--- src/shared/tuner_pwr_pkg.sv ---
package tuner_pwr_pkg;

   // -----------------------------------------------------------------
   // power modes
   // -----------------------------------------------------------------
   typedef enum logic [1:0] {
      MODE_NORMAL,
      MODE_HW_OFF,
      MODE_DEEP_SLEEP,
      MODE_OSC_KEEP
   } power_mode_t;

   // -----------------------------------------------------------------
   // field widths, codes and reset values
   // -----------------------------------------------------------------
   localparam int DIAG_W   = 3;
   localparam int BBL_W    = 2;
   localparam int DIV_W    = 5;

   localparam logic [DIAG_W-1:0] DIAG_LO_ROUTE   = 3'h7;
   localparam logic [DIAG_W-1:0] DIAG_PDET_VOLT  = 3'h4;
   localparam logic [BBL_W-1:0]  BBL_LOWER       = 2'h0;
   localparam logic [BBL_W-1:0]  BBL_NOMINAL     = 2'h1;
   localparam logic [BBL_W-1:0]  BBL_HIGH        = 2'h3;
   localparam logic [DIV_W-1:0]  DIV_OFF         = 5'h00;

   // defaults taken only at power application
   localparam logic              RST_DEEP_SLEEP  = 1'b0;
   localparam logic              RST_OSC_KEEP    = 1'b0;
   localparam logic              RST_PDET_EN     = 1'b0;
   localparam logic              RST_QUAD_PATH_OFF        = 1'b0;
   localparam logic [BBL_W-1:0]  RST_BBL         = 2'h1;
   localparam logic              RST_GAIN_STEP   = 1'b0;
   localparam logic              RST_PREBIAS     = 1'b1;
   localparam logic [DIV_W-1:0]  RST_DIV         = 5'h01;
   localparam logic [DIAG_W-1:0] RST_DIAG        = 3'h0;

   // -----------------------------------------------------------------
   // carriers
   // -----------------------------------------------------------------
   typedef struct packed {
      logic              deep_sleep_bit;
      logic              osc_keepalive_bit;
      logic              power_detector_enable;
      logic              quad_path_off;
      logic [BBL_W-1:0]  baseband_linearity;
      logic              qpsk_gain_step;
      logic              pump_prebias_enable;
      logic [DIV_W-1:0]  ref_out_divide;
      logic [DIAG_W-1:0] diag_select;
   } ctrl_bits_t;

   localparam ctrl_bits_t CTRL_RESET = '{
      deep_sleep_bit:        RST_DEEP_SLEEP,
      osc_keepalive_bit:     RST_OSC_KEEP,
      power_detector_enable: RST_PDET_EN,
      quad_path_off:         RST_QUAD_PATH_OFF,
      baseband_linearity:    RST_BBL,
      qpsk_gain_step:        RST_GAIN_STEP,
      pump_prebias_enable:   RST_PREBIAS,
      ref_out_divide:        RST_DIV,
      diag_select:           RST_DIAG
   };

   typedef struct packed {
      logic signal_path_on;
      logic i_path_on;
      logic q_path_on;
      logic serial_if_on;
      logic osc_on;
      logic ref_buf_on;
      logic ref_div_on;
      logic pdet_on;
      logic pdet_voltage_mode;
      logic lo_to_diag;
      logic gain_step_on;
      logic prebias_on;
      logic bbl_lower;
      logic bbl_nominal;
      logic bbl_high;
   } enables_t;

endpackage

--- src/design/ctrl_hold.sv ---
`timescale 1ns/1ps
module ctrl_hold
   import tuner_pwr_pkg::*;
(
   input  wire logic       clk,
   input  wire logic       rst,
   input  wire logic       wr_en,
   input  wire ctrl_bits_t wr_data,
   output      ctrl_bits_t rd_data
);
   // -----------------------------------------------------------------
   // control storage: defaults only on power-up reset
   // -----------------------------------------------------------------
   ctrl_bits_t bits_d;
   ctrl_bits_t bits_q;

   always_comb begin
      bits_d = bits_q;
      if (wr_en) begin
         bits_d = wr_data;
      end
   end

   always_ff @(posedge clk or posedge rst) begin
      if (rst) begin
         bits_q <= CTRL_RESET;
      end else begin
         bits_q <= bits_d;
      end
   end

   assign rd_data = bits_q;
endmodule

--- src/design/tuner_power_mode_control.sv ---
`timescale 1ns/1ps
// How it works
// pin low with power detector enable 0 gives hardware shutdown, all off.
// a shutdown request from the pin overrides the deep-sleep and keepalive.
// deep-sleep turns off all but the serial interface, which still writes.
// keepalive leaves serial, oscillator, ref buffer and divider; path off.
// control bits survive every low-power mode unchanged.
// defaults load only at power-up reset, never on leaving a low mode.
// diagnostic select all ones routes the LO to the diagnostic pin.
// quadrature-path-off set turns the Q path off, leaving I.
// linearity codes 00, 01, 11 give lower, nominal and high linearity.
// gain-step bit 1 enables the baseband gain step, 0 bypasses it.
// power detector enable 1 turns on the IF power detector.
// pump-prebias enable 0 disables prebias, 1 enables it.
// reference divide field all zeros disables the reference buffer.
// diagnostic select 100 puts the power detector into voltage mode.
// deep-sleep and keepalive both set gives deep-sleep, oscillator off.
module tuner_power_mode_control
   import tuner_pwr_pkg::*;
(
   input  wire logic        REF_CLK,
   input  wire logic        RESET,
   input  wire logic        HW_POWER_OFF_N,
   input  wire logic        CTRL_WR,
   input  wire ctrl_bits_t  CTRL_WDATA,
   output      ctrl_bits_t  CTRL_RDATA,
   output      logic        CTRL_WR_ACCEPT,
   output      power_mode_t POWER_MODE,
   output      enables_t    ENABLES
);
   // -----------------------------------------------------------------
   // held control bits
   // -----------------------------------------------------------------
   ctrl_bits_t  bits;
   logic        serial_on;

   // writes land only while the serial interface is powered
   assign CTRL_WR_ACCEPT = serial_on;

   ctrl_hold u_hold (
      .clk     (REF_CLK),
      .rst     (RESET),
      .wr_en   (CTRL_WR & serial_on),
      .wr_data (CTRL_WDATA),
      .rd_data (bits)
   );

   assign CTRL_RDATA = bits;

   // -----------------------------------------------------------------
   // mode decode
   // -----------------------------------------------------------------
   power_mode_t mode_d;
   power_mode_t mode_q;

   always_comb begin
      if (!HW_POWER_OFF_N && !bits.power_detector_enable) begin
         mode_d = MODE_HW_OFF;
      end else if (bits.deep_sleep_bit) begin
         mode_d = MODE_DEEP_SLEEP;
      end else if (bits.osc_keepalive_bit) begin
         mode_d = MODE_OSC_KEEP;
      end else begin
         mode_d = MODE_NORMAL;
      end
   end

   always_ff @(posedge REF_CLK or posedge RESET) begin
      if (RESET) begin
         mode_q <= MODE_NORMAL;
      end else begin
         mode_q <= mode_d;
      end
   end

   assign POWER_MODE = mode_q;
   assign serial_on  = (mode_q != MODE_HW_OFF);

   // -----------------------------------------------------------------
   // circuit enables
   // -----------------------------------------------------------------
   enables_t en_d;
   enables_t en_q;
   logic     active;
   logic     osc_run;

   always_comb begin
      active  = 1'b0;
      osc_run = 1'b0;
      unique case (mode_d)
         MODE_NORMAL: begin
            active  = 1'b1;
            osc_run = 1'b1;
         end
         MODE_HW_OFF: begin
            active  = 1'b0;
            osc_run = 1'b0;
         end
         MODE_DEEP_SLEEP: begin
            active  = 1'b0;
            osc_run = 1'b0;
         end
         MODE_OSC_KEEP: begin
            active  = 1'b0;
            osc_run = 1'b1;
         end
      endcase
      en_d = '0;
      en_d.signal_path_on = active;
      en_d.i_path_on      = active;
      en_d.q_path_on      = active & ~bits.quad_path_off;
      en_d.serial_if_on   = (mode_d != MODE_HW_OFF);
      en_d.osc_on         = osc_run;
      en_d.ref_buf_on     = osc_run &
                            (bits.ref_out_divide != DIV_OFF);
      en_d.ref_div_on     = en_d.ref_buf_on;
      en_d.pdet_on        = active & bits.power_detector_enable;
      en_d.pdet_voltage_mode = active &
                            (bits.diag_select == DIAG_PDET_VOLT);
      en_d.lo_to_diag     = active &
                            (bits.diag_select == DIAG_LO_ROUTE);
      en_d.gain_step_on   = active & bits.qpsk_gain_step;
      en_d.prebias_on     = active & bits.pump_prebias_enable;
      en_d.bbl_lower      = active &
                            (bits.baseband_linearity == BBL_LOWER);
      en_d.bbl_nominal    = active &
                            (bits.baseband_linearity == BBL_NOMINAL);
      en_d.bbl_high       = active &
                            (bits.baseband_linearity == BBL_HIGH);
   end

   always_ff @(posedge REF_CLK or posedge RESET) begin
      if (RESET) begin
         en_q <= '0;
      end else begin
         en_q <= en_d;
      end
   end

   assign ENABLES = en_q;
endmodule

--- config.mk ---
export PLATFORM = sky130hd
export DESIGN_NAME = tuner_power_mode_control
export DESIGN_NICKNAME = d
export VERILOG_FILES = /design/src/shared/tuner_pwr_pkg.sv /design/src/design/ctrl_hold.sv /design/src/design/tuner_power_mode_control.sv
export SDC_FILE = /design/constraint.sdc
export NUM_CORES = 1
export LEC_CHECK = 0
export ABC_AREA = 1
export BUFFER_PORTS_ARGS = -buffer_cell sky130_fd_sc_hd__buf_2
export CORE_UTILIZATION = 49
export DETAILED_ROUTE_END_ITERATION = 7
export PLACE_DENSITY = 0.83
export SYNTH_ARGS = -nofsm -noshare
export SYNTH_HDL_FRONTEND = slang
export SYNTH_SLANG_ARGS = --single-unit
--- constraint.sdc ---
create_clock -name REF_CLK -period 3.1 [get_ports REF_CLK]
set_input_delay 0.62 -clock REF_CLK [delete_from_list [all_inputs] [get_ports REF_CLK]]
set_output_delay 0.62 -clock REF_CLK [all_outputs]
set_load 0.005 [all_outputs]
* Word-level counts from Yosys, hierarchy flattened
Cells that the tools add are included.
** Word-level totals
- Output and inout bits :: 34
- Input bits :: 20
- Flip-flop bits (word level) :: 31
- Word-level logic and storage cells :: 58
** Cells by class
- Reductions and logical operators :: 9
- Mux-type cells :: 5
- Eq/ne operators :: 9
- Bitwise operators :: 12
** Operator list (count)
- AND 1 bit :: 11
- equality test 2 bit, second input constant :: 3
- equality test 3 bit, second input constant :: 2
- 2-to-1 mux 2 bit :: 3
- nonzero test 5 bit :: 1
- equality test 2 x 1 -> 1 bit, second input constant :: 2
- logical NOT 2 bit :: 2
- != test 2 x 1 -> 1 bit, second input constant :: 2
- one-hot mux 1 bit (2 select lines) :: 2
- OR reduction 2 bit :: 2
- OR reduction 3 bit :: 1
- logical NOT 1 bit :: 2
- logical AND 1 bit :: 1
- NOT 1 bit :: 1

* Longest topological paths before layout
Gate-level depths: netlist of the first run.
- Depth in word-level cells :: 7
- Gate-level depth with buffers :: 6
- Mapped depth without buffers :: 6

* Cells and area by module
A second synthesis of the first run with hierarchy kept.
** Unflattened totals
- Cell total of the unflattened synthesis :: 125
- Area total of the unflattened synthesis :: 1221.2 um^2
** By module, submodules not included
- ctrl_hold :: cells each 69, area an instance 651.9 um^2, times used 1, seq. area each 404.1 um^2
- tuner_power_mode_control :: cells each 56, area an instance 569.3 um^2, times used 1, seq. area each 375.4 um^2

* Worst setup path after synthesis of the first run
OpenSTA, ideal clock, no wires.
- Kind :: in2reg
- Start :: in HW_POWER_OFF_N
- End :: reg en_q (netlist bit ENABLES[8])
- Cell stages on the path :: 6
- Library setup time :: 0.113 ns
- Buffers on the path :: 0
- Slack :: 1.728 ns
- Required time :: 2.987 ns
- Data arrival time :: 1.259 ns
- Cell sequence :: nor2_1 -> a21oi_1 -> inv_1 -> ha_1 -> nand2_1 -> inv_1
** RTL lines
- start: declaration :: RTL line tuner_power_mode_control.sv:23 : input wire logic HW_POWER_OFF_N,
- end signal: assignment :: RTL line tuner_power_mode_control.sv:136 : en_q <= en_d;
- end: declaration :: RTL line tuner_power_mode_control.sv:83 : enables_t en_q;

* Worst setup path after layout of the first run
- Start :: reg mode_q[1], in the netlist POWER_MODE[1]
- End :: out CTRL_WR_ACCEPT
** Between the ends
- Cells in the longest elaborated chain, start to end :: 1
** RTL lines
- start: declaration :: RTL line tuner_power_mode_control.sv:54 : power_mode_t mode_q;
- start signal: assignment :: RTL line tuner_power_mode_control.sv:72 : mode_q <= mode_d;
- != test 2 x 1 -> 1 bit :: RTL line tuner_power_mode_control.sv:77 : assign serial_on = (mode_q != MODE_HW_OFF);
- end: declaration :: RTL line tuner_power_mode_control.sv:27 : output logic CTRL_WR_ACCEPT,
Every way passes these cells.

==> reports/metrics.cfg, run 1 <==
[route]
drt-pass1-iter-count = 4
wl_um = 2260
drc_errors = 0
wire_per_inst_um = 10.9
via_count = 981
drt_iter0_drc = 22
vias_per_cell = 4.74
ant_nets = 0

[logic_synthesis]
yosys_warnings = 0
ys_types = 14
yosys-top-cells-count = nand2_1 (36), dfrtp_1 (28), nand3_1 (17)
seq_area_frac_synth_pct = 64.2
synthArstFlopShare_pct = 100
synth-main-ff-cell = dfrtp_1
synth.most_common_cell = nand2_1
synth_cells = 123
synth_top_area_cell = dfrtp_1
synth_edf_count = 0
synth.ff_latch_count = 31
syn-num-nets = 145
syn_area_per_cell_um2 = 9.87
synth_area_mm2 = 0.00121
synth_area_leaders = dfrtp_1 (58%), nand2_1 (11%), nand3_1 (7.0%)
yosysTopAreaCellShare_pct = 57.7

[setup_path]
path_class = register to primary output
arrival_ps = 1090
crit_fanout = 18
end_kind = primary output
worstSetupStartpointType = register
cp.required_ps = 2480

[grt]
grt_overflow = 0
grt_pass1_vias = 911
grt_pass1_wl_um = 3780
antenna_found_initial = 0
grt_max_degree = 31
grt_usage_pct = 20.3

[clocking]
cts_buffers = 5
cts-hold-fix-buffers = 0
clkTransAtPathRegs_ps = 90
cts-root-buf = clkbuf_4
clock_latency_ps = 320
postCtsResizedCells = 0
clock_sinks = 31
htree_levels = 2
cts_setup_buffers = 0
cts_tree = done
ctsLongestPathBuffers = 2

[run]
cap_violations = 0

[cells_and_area]
final_area_mm2 = 0.00154
drive_above_1_share_pct = 36.9
final_core_util_pct = 67.7
finalNetCount = 200
syn_to_final_growth_pct = 27.0
antenna-diode-count = 0

[sta]
final_min_period_over_clock_period_pct = 55.0
rsz0062_at_grt = false
clock_skew_ps = 11.8
fmax_mhz = 586
final-max-slew-violation-count = 0
setup_viol = 0
period_minus_slack_ps = 1710
hold_viol_final = 0
max_slew_margin_pct = 30.3
tns_ps = 0
tightest_slew_ps = 1040

[floorplan]
io_pins = 54
rows = 17
die_area_mm2 = 0.00268
die-width_um = 51.8
fp.dieH_um = 51.8
core_area_mm2 = 0.00228
initial_core_util_pct = 53.3

[placement]
port_buffers = 53
gp_congestion = 0.718
dpl_cell_area_mm2 = 0.00147
hpwl_um = 1700

[pwr]
power.leakage_uw = 0.000911
ir_drop_mv = 0.614
power.density_cell_area_mw_per_mm2 = 952

[status]
status = complete, no violations

[worst_hold_path]
hold_class = register to register

-- per-stage QoR --
stage / hold slack [ps] / instances / worst slack (ps) / total power, uW
global route: 497 / 207 / 1320 / 1590
CTS: 464 / 207 / 1380 / 1480
global placement: 440 / 199 / 1480 / 1200
floorplan: 448 / 123 / 1730 / 1000
finish: 475 / 207 / 1390 / 1470
detailed placement: 440 / 199 / 1450 / 1230
-- layout by cell type (no fill, tap or decap) --
cell type,count
clkbuf_8,2
dfrtp_1,28
buf_4,1
nand2_4,2
buf_2,53
nor3_1,2
nor2_1,11
a21oi_1,1
inv_1,13
nand3_1,17
nand2_1,36
dfstp_2,3
ha_1,2
o21ai_0,1
clkbuf_1,1
nor3b_1,1
clkbuf_4,5
-- flip-flops by register name, summed over array words and instances, names as in the netlist --
signal / count
POWER_MODE: 2
u_hold.rd_data: 16
ENABLES: 13
-- routing by layer --
layer | global-route usage, % | part of all wire [%]
met4 | 8.56 | 1.8
met3 | 7.89 | 6.9
met5 | 0 | 0
met2 | 32.3 | 49
met1 | 24.7 | 42
-- layout make-up --
cell class	count	area, um^2
fill	179	734
sequential	31	779
clock buffer	8	68.8
multi-input combinational	73	337
timing repair buffer	54	273
tap	28	35.0
inverter	13	48.8
-- path summary, 6_finish.rpt --
path                       cells past startpoint               start  slack (ps)                 end
setup / recovery                               3       POWER_MODE[1]        1390      CTRL_WR_ACCEPT
hold / removal                                 1  u_hold.rd_data[12]         480         ENABLES[12]
setup reg to reg                               5  u_hold.rd_data[13]        1790          ENABLES[1]
hold reg to reg                                1  u_hold.rd_data[12]         480         ENABLES[12]
max in group asynchronous                      3               RESET        1840   u_hold.rd_data[8]
min in group asynchronous                      2               RESET         540  u_hold.rd_data[14]
-- power by group --
part,switching (uW),internal (uW),total [uW]
clock network,122,133,255
registers,116,583,698
logic,286,229,515
-- logic make-up after synthesis --
| group | Yosys count | synth area share (%) |
|---|---|---|
| simple gates | 69 | 24.8 |
| flops | 31 | 64.2 |
| buf+inv | 19 | 8.04 |
| compound gates | 2 | 0.824 |
| fa+ha+maj | 2 | 2.06 |
-- worst max-delay path: stages (launching register included) --
cell	delay, ps
dfrtp_1	380
inv_1	90
nand2_4	140
buf_2	170
Power figures use the tool's default switching activity.
==> inputs of run 2 (changes only) <==
--- a/config.mk
+++ b/config.mk
@@ -7,9 +7,9 @@
 export LEC_CHECK = 0
 export ABC_AREA = 1
 export BUFFER_PORTS_ARGS = -buffer_cell sky130_fd_sc_hd__buf_2
-export CORE_UTILIZATION = 49
+export CORE_UTILIZATION = 45
 export DETAILED_ROUTE_END_ITERATION = 7
-export PLACE_DENSITY = 0.83
+export PLACE_DENSITY = 0.77
 export SYNTH_ARGS = -nofsm -noshare
 export SYNTH_HDL_FRONTEND = slang
 export SYNTH_SLANG_ARGS = --single-unit
==> constraint.sdc (replaced) <==
create_clock -name REF_CLK -period 1.6 [get_ports REF_CLK]
set_input_delay 0.32 -clock REF_CLK [delete_from_list [all_inputs] [get_ports REF_CLK]]
set_output_delay 0.32 -clock REF_CLK [all_outputs]
set_load 0.005 [all_outputs]
==> reports/metrics.cfg, run 2 (same netlist as run 1, synthesis figures left out) <==
[pwr]
power.density_cell_area_mw_per_mm2 = 1910
power.leakage_uw = 0.000921
ir_drop_mv = 1.04

[grt]
grt_overflow = 0
antenna_found_initial = 0
grt_pass1_wl_um = 3810
grt_max_degree = 32
grt_pass1_vias = 898
grt_usage_pct = 19.8

[floorplan]
io_pins = 54
core_area_mm2 = 0.00252
fp.dieH_um = 53.9
initial_core_util_pct = 48.1
rows = 18
die_area_mm2 = 0.00291
die-width_um = 53.9

[cells_and_area]
syn_to_final_growth_pct = 28.7
layout_common_cells = buf_2 (53), nand2_1 (36), dfrtp_1 (28), nand3_1 (17), inv_1 (13)
finalNetCount = 200
drive_above_1_share_pct = 37.4
layout.cells.non_filler = 209
final_core_util_pct = 61.9
layout_commonest_cell = buf_2
antenna-diode-count = 0
largest_reg_flops = 16

[route]
vias_per_cell = 4.61
via_count = 963
ant_nets = 0
wirelength_met1_um = 972
top_layer_used = met4
wl_um = 2370
wire_per_inst_um = 11.4
route.met3.wl_um = 171
drt-pass1-iter-count = 4
dr_wl_met2_um = 1210
drc_errors = 0
drt_iter0_drc = 14

[clocking]
clock_latency_ps = 330
cts_tree = done
ctsLongestPathBuffers = 2
cts_setup_buffers = 0
clock_sinks = 31
cts-hold-fix-buffers = 0
htree_levels = 2
postCtsResizedCells = 0
cts_buffers = 5
clkTransAtPathRegs_ps = 90
cts-root-buf = clkbuf_4

[sta]
max_slew_margin_pct = 75.2
final-max-slew-violation-count = 0
hold_viol_final = 0
tightest_slew_ps = 372
final_min_period_over_clock_period_pct = 89.3
tns_ps = 0
setup_viol = 0
rsz0062_at_grt = false
period_minus_slack_ps = 1430
clock_skew_ps = 8.30
fmax_mhz = 700

[run]
cap_violations = 0

[worst_hold_path]
hold_class = input port to asynchronous set/reset pin

[setup_path]
worstSetupStartpointType = register
end_kind = primary output
path_class = register to primary output
cp.required_ps = 1280
arrival_ps = 1110
crit_fanout = 18

[placement]
hpwl_um = 1740
dpl.cell_count = 201
gp_congestion = 0.698
port_buffers = 53

[status]
status = complete, no violations

[run 2: worst paths after layout]
check                                      to  cells past startpoint  slack [ps]                from
max                            CTRL_WR_ACCEPT                      2         170       POWER_MODE[0]
min                         u_hold.rd_data[2]                      3          50               RESET
max reg2reg                        ENABLES[1]                      5         330  u_hold.rd_data[13]
min reg2reg                 u_hold.rd_data[8]                      2         480   u_hold.rd_data[8]
max in group asynchronous  u_hold.rd_data[10]                      3        1250               RESET
min in group REF_CLK        u_hold.rd_data[3]                      3         200       CTRL_WDATA[3]
[run 2: report_power, final]
part | switching (uW) | internal, uW
logic | 558 | 444
registers | 226 | 1130
clock network | 258 | 369
total | 1040 | 1940
[run 2: stage by stage]
stage	setup slack (ps)	power, uW	hold WS (ps)	area (um^2)
2_1_floorplan	429	1940	421	1210
3_3_place_gp	380	2330	401	1480
3_5_place_dp	342	2390	413	1480
4_1_cts	161	3020	46.2	1560
5_1_grt	98.4	3250	76.5	1560
6_report	171	2980	47.1	1560
[run 2: metal layers]
layer	track usage, %	vias to the layer above
met1	22.1	438
met2	32.9	35
met4	11.8	0
met3	5.93	2
li1	-	488
met5	0	-
[run 2: cell type report]
cell class | instances | area, um^2
flip-flops and latches | 31 | 779
fillers | 233 | 961
repair buffers | 54 | 273
inverters | 13 | 48.8
well taps | 30 | 37.5
multi-input cells | 73 | 337
clock inverters | 2 | 35.0
clock buffers | 6 | 51.3
[run 2: worst max-delay path: stages (launching register included)]
cell	delay [ps]
dfrtp_1	420
nand2_4	200
buf_2	160
